<file path="config.mk">
export PLATFORM = sky130hd
export DESIGN_NAME = valve_mode_ctrl
export DESIGN_NICKNAME = d
export VERILOG_FILES = /design/src/valve_pkg.sv /design/src/valve_mode_ctrl.sv
export SDC_FILE = /design/constraint.sdc
export NUM_CORES = 1
export LEC_CHECK = 0
export ABC_CLOCK_PERIOD_IN_PS = 2600
export BUFFER_PORTS_ARGS = -buffer_cell sky130_fd_sc_hd__buf_2
export CORE_MARGIN = 1.5
export CORE_UTILIZATION = 48
export DETAILED_ROUTE_END_ITERATION = 8
export GPL_TIMING_DRIVEN = 0
export PLACE_DENSITY = 0.76
export SYNTH_ARGS = -nofsm -noshare
export SYNTH_HDL_FRONTEND = slang
export SYNTH_SLANG_ARGS = --single-unit
export TNS_END_PERCENT = 10
</file>
<file path="constraint.sdc">
create_clock -name ref_clk -period 2.6 [get_ports ref_clk]
set_input_delay 0.26 -clock ref_clk [delete_from_list [all_inputs] [get_ports ref_clk]]
set_output_delay 0.26 -clock ref_clk [all_outputs]
set_load 0.05 [all_outputs]
</file>
<file path="src/valve_pkg.sv">
package valve_pkg;

    // ------------------------------------------------------------------
    // Register map (byte addresses)
    // ------------------------------------------------------------------
    localparam logic [5:0] ADDR_ACCESS_MODE = 6'h00;
    localparam logic [5:0] ADDR_CTRL_MODE   = 6'h04;
    localparam logic [5:0] ADDR_DIN_CFG     = 6'h08;
    localparam logic [5:0] ADDR_DOUT_CFG    = 6'h0c;
    localparam logic [5:0] ADDR_SERVICE     = 6'h10;
    localparam logic [5:0] ADDR_STATUS      = 6'h14;

    // ------------------------------------------------------------------
    // Field layout
    // ------------------------------------------------------------------
    localparam int DIN_FIELD_W  = 8;
    localparam int DOUT_FIELD_W = 8;
    localparam int CFG_EN_POS   = 0;
    localparam int CFG_INV_POS  = 1;
    localparam int CFG_FN_POS   = 2;
    localparam int SVC_RECOVER_POS = 0;
    localparam int SVC_RESTART_POS = 1;
    localparam int SVC_PF_OPEN_POS = 2;

    // ------------------------------------------------------------------
    // Enumerations
    // ------------------------------------------------------------------
    typedef enum logic [1:0] {
        ACC_LOCAL  = 2'h0,
        ACC_REMOTE = 2'h1,
        ACC_LOCKED = 2'h2
    } access_e;

    localparam access_e ACCESS_RESET = ACC_REMOTE;

    typedef enum logic [3:0] {
        CM_INIT      = 4'h0,
        CM_HOMING    = 4'h1,
        CM_POSITION  = 4'h2,
        CM_CLOSE     = 4'h3,
        CM_OPEN      = 4'h4,
        CM_PRESSURE  = 4'h5,
        CM_HOLD      = 4'h6,
        CM_LEARN     = 4'h7,
        CM_ILK_OPEN  = 4'h8,
        CM_ILK_CLOSE = 4'h9,
        CM_PWR_FAIL  = 4'ha,
        CM_SAFETY    = 4'hb,
        CM_ERROR     = 4'hc
    } ctrl_mode_e;

    localparam logic [1:0] DIN_FN_ILK_OPEN  = 2'h0;
    localparam logic [1:0] DIN_FN_ILK_CLOSE = 2'h1;
    localparam logic [1:0] DIN_FN_HOLD      = 2'h2;

    localparam logic [1:0] DOUT_FN_OPEN   = 2'h0;
    localparam logic [1:0] DOUT_FN_CLOSED = 2'h1;
    localparam logic [1:0] DOUT_FN_HOLD   = 2'h2;

    localparam logic [7:0] DIN_CFG_RESET  = 8'h01;
    localparam logic [7:0] DOUT_CFG_RESET = 8'h01;

    // ------------------------------------------------------------------
    // Valve drive command
    // ------------------------------------------------------------------
    typedef struct packed {
        logic motor_en;
        logic go_open;
        logic go_close;
        logic go_position;
        logic go_pressure;
        logic hold;
        logic run_homing;
        logic run_learn;
    } drive_s;

endpackage

</file>
<file path="src/valve_mode_ctrl.sv">
// Behaviour
// - Exactly one source, remote or service tool, owns control at a time.
// - In Remote the service tool may switch access to Local.
// - In Locked a service tool request for Local is refused.
// - Access mode is Remote after reset.
// - Service link loss in Local returns access to Remote.
// - Mode write is a request; mode read returns the actual state.
// - Init after reset until homing starts, an interlock input acts or an exception occurs.
// - Pressure mode regulates pressure; Position mode moves to target.
// - Hold keeps position; Close straight to Hold is refused.
// - Interlock-open input opens and locks the valve.
// - Interlock-open release goes to Open if homed, else Init.
// - Interlock-close input closes and locks the valve.
// - Interlock-close release goes to Close if homed, else Init.
// - Interlocks override remote commands; hold input does not.
// - Both interlocks active: close wins.
// - Safety input removes all motor drive; power loss with option outranks it.
// - Safety release moves the state to Init.
// - Error state inhibits all valve movement.
// - Error left only by recovery or restart service command, or by power loss with option.
// - Power loss with option enters Power Failure, opens or closes.
`timescale 1ns/1ps

module valve_mode_ctrl
#(
    parameter int N_DIN  = 2,
    parameter int N_DOUT = 2,
    parameter bit PF_OPTION = 1'b1
) (
    // Clock and reset
    input  wire logic                 ref_clk,
    input  wire logic                 srst,
    input  wire logic                 clk_en,
    // Avalon-MM slave
    input  wire logic [5:0]           avs_address,
    input  wire logic                 avs_read,
    input  wire logic                 avs_write,
    input  wire logic [31:0]          avs_writedata,
    output logic [31:0]               avs_readdata,
    output logic                      avs_waitrequest,
    // Remote interface master
    input  wire logic                 remote_mode_req,
    input  wire logic [3:0]           remote_mode_val,
    // Service tool
    input  wire logic                 service_link_up,
    input  wire logic                 service_local_req,
    input  wire logic                 service_remote_req,
    // Valve status and events
    input  wire logic                 homing_done,
    input  wire logic                 learn_done,
    input  wire logic                 fault_event,
    input  wire logic                 safety_in,
    input  wire logic                 power_lost,
    input  wire logic                 valve_is_open,
    input  wire logic                 valve_is_closed,
    // Digital pins
    input  wire logic [N_DIN-1:0]     din_pin,
    output logic [N_DOUT-1:0]         dout_pin,
    // Valve drive
    output valve_pkg::drive_s         drive
);

    import valve_pkg::*;

    // ------------------------------------------------------------------
    // Registers
    // ------------------------------------------------------------------
    access_e                      access_r;
    ctrl_mode_e                   mode_r;
    ctrl_mode_e                   mode_nxt;
    logic                         homed_r;
    logic                         pf_open_r;
    logic [N_DIN*DIN_FIELD_W-1:0] din_cfg_r;
    logic [N_DOUT*DOUT_FIELD_W-1:0] dout_cfg_r;
    logic [N_DIN-1:0]             din_state;
    logic [N_DOUT-1:0]            dout_state;
    logic                         ilk_open;
    logic                         ilk_close;
    logic                         hold_in;
    logic                         sw_req;
    logic [3:0]                   sw_val;
    logic                         svc_recover;
    logic                         svc_restart;
    logic                         bus_wr;
    logic                         bus_rd;

    // ------------------------------------------------------------------
    // Bus slave: one wait cycle on every access
    // ------------------------------------------------------------------
    assign bus_wr = avs_write && !avs_waitrequest && clk_en;
    assign bus_rd = avs_read && !avs_waitrequest && clk_en;

    always_ff @(posedge ref_clk) begin
        if (srst) begin
            avs_waitrequest <= 1'b1;
        end else if (clk_en) begin
            // Answer on the edge after the request is seen
            if ((avs_read || avs_write) && avs_waitrequest) begin
                avs_waitrequest <= 1'b0;
            end else begin
                avs_waitrequest <= 1'b1;
            end
        end
    end

    always_ff @(posedge ref_clk) begin
        if (srst) begin
            avs_readdata <= 32'h0;
        end else if (clk_en && avs_read && avs_waitrequest) begin
            // Loaded in the wait cycle, stands until next read
            unique case (avs_address)
                ADDR_ACCESS_MODE: avs_readdata <= {30'h0, access_r};
                ADDR_CTRL_MODE:   avs_readdata <= {28'h0, mode_r};
                ADDR_DIN_CFG:     avs_readdata <= 32'(din_cfg_r);
                ADDR_DOUT_CFG:    avs_readdata <= 32'(dout_cfg_r);
                ADDR_SERVICE:     avs_readdata <= {29'h0, pf_open_r, 2'h0};
                ADDR_STATUS:      avs_readdata <= {16'(dout_state),
                                                   8'(din_state),
                                                   7'h0, homed_r};
                default:          avs_readdata <= 32'h0;
            endcase
        end
    end

    // ------------------------------------------------------------------
    // Configuration registers
    // ------------------------------------------------------------------
    always_ff @(posedge ref_clk) begin
        if (srst) begin
            din_cfg_r  <= {N_DIN{DIN_CFG_RESET}};
            dout_cfg_r <= {N_DOUT{DOUT_CFG_RESET}};
            pf_open_r  <= 1'b0;
        end else if (bus_wr) begin
            if (avs_address == ADDR_DIN_CFG) begin
                din_cfg_r <= avs_writedata[N_DIN*DIN_FIELD_W-1:0];
            end
            if (avs_address == ADDR_DOUT_CFG) begin
                dout_cfg_r <= avs_writedata[N_DOUT*DOUT_FIELD_W-1:0];
            end
            if (avs_address == ADDR_SERVICE) begin
                pf_open_r <= avs_writedata[SVC_PF_OPEN_POS];
            end
        end
    end

    assign svc_recover = bus_wr && avs_address == ADDR_SERVICE
                         && avs_writedata[SVC_RECOVER_POS];
    assign svc_restart = bus_wr && avs_address == ADDR_SERVICE
                         && avs_writedata[SVC_RESTART_POS];

    // ------------------------------------------------------------------
    // Access arbitration
    // ------------------------------------------------------------------
    // Link loss outranks all requests: a pulled cable
    // always hands control back to the remote master
    always_ff @(posedge ref_clk) begin
        if (srst) begin
            access_r <= ACCESS_RESET;
        end else if (clk_en) begin
            if (access_r == ACC_LOCAL && !service_link_up) begin
                access_r <= ACC_REMOTE;
            end else if (service_local_req && service_link_up
                         && access_r == ACC_REMOTE) begin
                access_r <= ACC_LOCAL;
            end else if (service_remote_req && access_r == ACC_LOCAL) begin
                access_r <= ACC_REMOTE;
            end else if (bus_wr && avs_address == ADDR_ACCESS_MODE
                         && access_r != ACC_LOCAL) begin
                if (avs_writedata[1:0] == ACC_LOCKED) begin
                    access_r <= ACC_LOCKED;
                end else if (avs_writedata[1:0] == ACC_REMOTE) begin
                    access_r <= ACC_REMOTE;
                end
            end
        end
    end

    // Only the current owner's mode request passes
    always_comb begin
        if (access_r == ACC_LOCAL) begin
            sw_req = bus_wr && avs_address == ADDR_CTRL_MODE;
            sw_val = avs_writedata[3:0];
        end else begin
            sw_req = remote_mode_req && clk_en;
            sw_val = remote_mode_val;
        end
    end

    // ------------------------------------------------------------------
    // Digital inputs
    // ------------------------------------------------------------------
    // Functions act on the inverted state, not the pin
    // Hold is decoded but never overrides a request
    always_comb begin
        ilk_open  = 1'b0;
        ilk_close = 1'b0;
        hold_in   = 1'b0;
        for (int i = 0; i < N_DIN; i++) begin
            din_state[i] = din_pin[i]
                ^ din_cfg_r[i*DIN_FIELD_W+CFG_INV_POS];
            if (din_cfg_r[i*DIN_FIELD_W+CFG_EN_POS] && din_state[i]) begin
                unique case (din_cfg_r[i*DIN_FIELD_W+CFG_FN_POS +: 2])
                    DIN_FN_ILK_OPEN:  ilk_open  = 1'b1;
                    DIN_FN_ILK_CLOSE: ilk_close = 1'b1;
                    DIN_FN_HOLD:      hold_in   = 1'b1;
                    default:          ;
                endcase
            end
        end
    end

    // ------------------------------------------------------------------
    // Control mode state machine
    // ------------------------------------------------------------------
    // Restart forgets the home position
    always_ff @(posedge ref_clk) begin
        if (srst) begin
            homed_r <= 1'b0;
        end else if (clk_en) begin
            if (mode_r == CM_HOMING && homing_done) begin
                homed_r <= 1'b1;
            end else if (svc_restart) begin
                homed_r <= 1'b0;
            end
        end
    end

    // Exceptions, then interlocks, then the owner's request;
    // a request the state cannot take is dropped
    always_comb begin
        mode_nxt = mode_r;
        if (PF_OPTION && power_lost) begin
            mode_nxt = CM_PWR_FAIL;
        end else if (mode_r == CM_ERROR) begin
            if (svc_recover || svc_restart) begin
                mode_nxt = CM_INIT;
            end
        end else if (fault_event) begin
            mode_nxt = CM_ERROR;
        end else if (safety_in) begin
            mode_nxt = CM_SAFETY;
        end else if (mode_r == CM_SAFETY) begin
            mode_nxt = CM_INIT;
        end else if (ilk_close) begin
            mode_nxt = CM_ILK_CLOSE;
        end else if (ilk_open) begin
            mode_nxt = CM_ILK_OPEN;
        end else if (mode_r == CM_ILK_CLOSE) begin
            mode_nxt = homed_r ? CM_CLOSE : CM_INIT;
        end else if (mode_r == CM_ILK_OPEN) begin
            mode_nxt = homed_r ? CM_OPEN : CM_INIT;
        end else if (mode_r == CM_PWR_FAIL) begin
            mode_nxt = CM_INIT;
        end else if (mode_r == CM_HOMING && homing_done) begin
            mode_nxt = CM_CLOSE;
        end else if (mode_r == CM_LEARN && learn_done) begin
            mode_nxt = CM_PRESSURE;
        end else if (sw_req) begin
            unique case (ctrl_mode_e'(sw_val))
                CM_HOMING: mode_nxt = CM_HOMING;
                CM_HOLD: begin
                    if (mode_r != CM_CLOSE && homed_r) begin
                        mode_nxt = CM_HOLD;
                    end
                end
                CM_POSITION, CM_CLOSE, CM_OPEN, CM_PRESSURE,
                CM_LEARN: begin
                    if (homed_r) begin
                        mode_nxt = ctrl_mode_e'(sw_val);
                    end
                end
                default: ;
            endcase
        end
    end

    always_ff @(posedge ref_clk) begin
        if (srst) begin
            mode_r <= CM_INIT;
        end else if (clk_en) begin
            mode_r <= mode_nxt;
        end
    end

    // ------------------------------------------------------------------
    // Valve drive
    // ------------------------------------------------------------------
    // Built from the next state so it moves with mode_r
    always_ff @(posedge ref_clk) begin
        if (srst) begin
            drive <= '0;
        end else if (clk_en) begin
            drive <= '0;
            unique case (mode_nxt)
                CM_HOMING:    drive.run_homing  <= 1'b1;
                CM_POSITION:  drive.go_position <= 1'b1;
                CM_PRESSURE:  drive.go_pressure <= 1'b1;
                CM_HOLD:      drive.hold        <= 1'b1;
                CM_LEARN:     drive.run_learn   <= 1'b1;
                CM_OPEN, CM_ILK_OPEN: drive.go_open <= 1'b1;
                CM_CLOSE, CM_ILK_CLOSE: drive.go_close <= 1'b1;
                CM_PWR_FAIL: begin
                    drive.go_open  <= pf_open_r;
                    drive.go_close <= !pf_open_r;
                end
                default: ;
            endcase
            drive.motor_en <= !(mode_nxt inside {CM_SAFETY, CM_ERROR,
                                                 CM_INIT});
        end
    end

    // ------------------------------------------------------------------
    // Digital outputs
    // ------------------------------------------------------------------
    // Enable gates the function before inversion
    always_comb begin
        for (int j = 0; j < N_DOUT; j++) begin
            unique case (dout_cfg_r[j*DOUT_FIELD_W+CFG_FN_POS +: 2])
                DOUT_FN_OPEN:   dout_state[j] = valve_is_open;
                DOUT_FN_CLOSED: dout_state[j] = valve_is_closed;
                DOUT_FN_HOLD:   dout_state[j] = mode_r == CM_HOLD;
                default:        dout_state[j] = 1'b0;
            endcase
            dout_state[j] = dout_state[j]
                && dout_cfg_r[j*DOUT_FIELD_W+CFG_EN_POS];
        end
    end

    always_ff @(posedge ref_clk) begin
        if (srst) begin
            dout_pin <= '0;
        end else if (clk_en) begin
            for (int k = 0; k < N_DOUT; k++) begin
                dout_pin[k] <= dout_state[k]
                    ^ dout_cfg_r[k*DOUT_FIELD_W+CFG_INV_POS];
            end
        end
    end

endmodule // valve_mode_ctrl

</file>
==> reports/results.tsv <==
metric	value	unit
wirelength	11.7	mm
grt_pass1_vias	3559	
leakage	2.12	nW
routedWlPerCell	16.9	um
ys_seq_area_frac	0.350	
p_clk_frac	0.360	
worst_skew_pair.late_latency	350	ps
synthAdderAreaFrac	0	
finalNetCount	646	
place_inst	665	
diodes	0	
post-place-ws	-318	ps
critPathLaunch	access_r[1]$_SDFFE_PP0P_	
grtUsageTotal	0.266	
violations	setup timing	
min_period	2650	ps
overflow	0	
maxCapViolCount	0	
drive_above_1_share	0.286	
hp-class	input pin to register	
syn_inst	480	
p_per_area	476	mW/mm2
cp_max_fo	10	
via_count	4040	
coreArea	0.00785	mm2
hold_start	avs_writedata[8]	
critPathCaptureType	register	
dieArea	0.00879	mm2
required	2840	ps
synth_flop_cell	dfxtp_1	
detailed_place_hpwl	8.27	mm
finalCritPeriodShare	1.02	
maxSlewHeadroom	0.321	
synth_compound_gate_area_share	0.210	
swShare	0.296	
synth_cell_types	71	
max_freq	378	MHz
rows	32	
portBuffers	70	
power_frac_comb	0.184	
critPathSlowestCell	a41oi_4	
clk_path_buf_depth	2	
p_switching	699	uW
initial_utilization	0.504	
cts_tree	built	
cellInternalPower	1.66	mW
synth-async-reset-ratio	0	
synth_xor_xnor_area_share	0.0133	
grt_max_degree	12	
seqPwrFrac	0.457	
path_cells	or2_1 -> buf_6 -> buf_12 -> mux2_4 -> a21boi_2 -> nand4_1 -> a41oi_4 -> mux2i_4 -> nor4bb_1 -> a2111oi_1	
maxSlewViolCount	0	
drt-initial-drc-count	323	
die_w	93.7	um
antenna_left	0	
setup_viol	4	
synth-simple-area-share	0.243	
area.sequential	0.00138	mm2
syn_avg_cell_area	8.23	um2
ir_drop	458	uV
gp_congestion	0.917	
cts-root-buf	clkbuf_8	
crit_type	register to register	
layout_commonest_cell	buf_2	
critPathArrivalTime	2880	ps
final.setup.tns	-81.5	ps
setup_ws	-46.4	ps
areaGrowthSynthToFinish	25.7	%
yosys_warnings	0	
final_cell_mix	buf_2, dfxtp_1, nor2_1	
firstDrtPassIters	5	
clk_pin_slew_worst_paths	70	ps
antenna_found_initial	0	
die_h	93.7	um
crit_path_max_incr_delay	360	ps
io_pins	103	
nFillCells	689	
synth-seq-cells	69	
hold_viol	0	
synth_mux_area_frac	0.111	
vias_per_cell	5.83	
synth_top_family_by_area	simple AND/OR/NAND/NOR gates	
final_cells	693	
start_kind	register	
total_power	2.36	mW
drc	0	
skew	4.50	ps
rsz0062_at_grt	true	
htree_levels	3	
critPathTopFamily	compound AO/OA/AOI/OAI gates	
ctsHoldBuffers	0	
grt_pass1_wl	18.0	mm
numCtsBuffers	9	
synth_edf_count	0	
worst_slew_pin_slew	1010	ps
cp.buffers_inverters	2	
r2r_start	access_r[1]$_SDFFE_PP0P_	
syn_area	0.00395	mm2
hold-worst-slack	158	ps
cts_sinks	69	
multiInputGateArea	0.00253	mm2
status	complete, but fails checks	
-- power groups by stage --
| stage | clock network [mW] | logic [mW] | registers, mW |
|---|---|---|---|
| 3_3_place_gp | 0 | 0.375 | 1.10 |
| 4_1_cts | 0.852 | 0.395 | 1.08 |
| 2_1_floorplan | 0 | 0.240 | 1.13 |
| 5_1_grt | 0.902 | 0.461 | 1.08 |
| 3_5_place_dp | 0 | 0.378 | 1.10 |
| 6_report | 0.850 | 0.434 | 1.08 |
-- layer usage --
layer / track usage / vias up / routed length (um)
li1: - / 1919 / -
met1: 0.340 / 1901 / 4940
met2: 0.451 / 190 / 5650
met3: 0.0445 / 30 / 808
met4: 0.0933 / 0 / 313
met5: 0 / - / 0
-- kinds of logic after synthesis --
kind of cell	count (synthesis)
and+or+nand+nor	195
DFF	69
xor gates and xnor gates	6
other	1
AOI/OAI and AO/OA	112
muxes	42
buffers and inverters	55
-- synthesized netlist by cell type (all sizes together) (5+ instances only) --
master   n  area share
o21ai   17       0.024
nand4    5      0.0079
nor2b    7       0.011
nand2b   7       0.011
a211oi  12       0.024
a22oi   17       0.032
nor3     9       0.011
inv     10      0.0095
o211ai   6       0.011
nand3   10       0.013
dfxtp   69        0.35
mux2i   29       0.074
clkbuf  25       0.024
a21oi   25       0.033
nor2    66       0.063
mux2    13       0.037
buf     20       0.038
nand2   57       0.054
-- per-stage QoR --
| step | utilization | cell area (um2) |
|---|---|---|
| after floorplan | - | 4010 |
| after global placement | 0.572 | 4490 |
| after detailed placement | 0.572 | 4490 |
| after CTS | 0.609 | 4780 |
| after global routing | 0.633 | 4970 |
| final | 0.633 | 4970 |
-- worst reg2reg max path, stage by stage (launching register included) --
cell	delay [ps]
dfxtp_2	320
or2_1	230
buf_6	140
buf_12	140
mux2_4	320
a21boi_2	130
nand4_1	190
a41oi_4	360
mux2i_4	280
nor4bb_1	70
a2111oi_1	350
-- sequential cells by signal (all words and copies together), names as in the netlist --
signal,flops
avs_readdata,18
dout_pin,2
dout_cfg_r,16
access_r,2
mode_r,4
drive,8
avs_waitrequest,1
pf_open_r,1
homed_r,1
din_cfg_r,16
-- what timing repair did --
| action | in CTS | in global routing |
|---|---|---|
| setup buffers | 5 | 7 |
| gates resized for setup | 12 | 35 |
| pin swaps | 6 | 17 |
| endpoints found under the setup margin | 8 | 8 |
| hold endpoints to repair | 0 | 0 |
-- path summary, 6_finish.rpt --
kind	cells past startpoint	end	slack [ps]
hold reg to reg	2	drive[0]$_SDFFE_PP0P_	440
setup reg to reg	10	drive[7]$_SDFFE_PP0P_	-50
hold / removal	3	din_cfg_r[8]$_SDFFE_PP1P_	160
setup / recovery	10	drive[7]$_SDFFE_PP0P_	-50
-- area by class of cell --
cell class                 count  area share
multi-input combinational    369       0.509
buffer                        45      0.0524
sequential                    69       0.279
timing repair buffer          82      0.0894
clock inverter                 4     0.00982
clock buffer                  12      0.0272
inverter                      10     0.00756
tap                          102      0.0257
(Power assumes the default switching activity.)
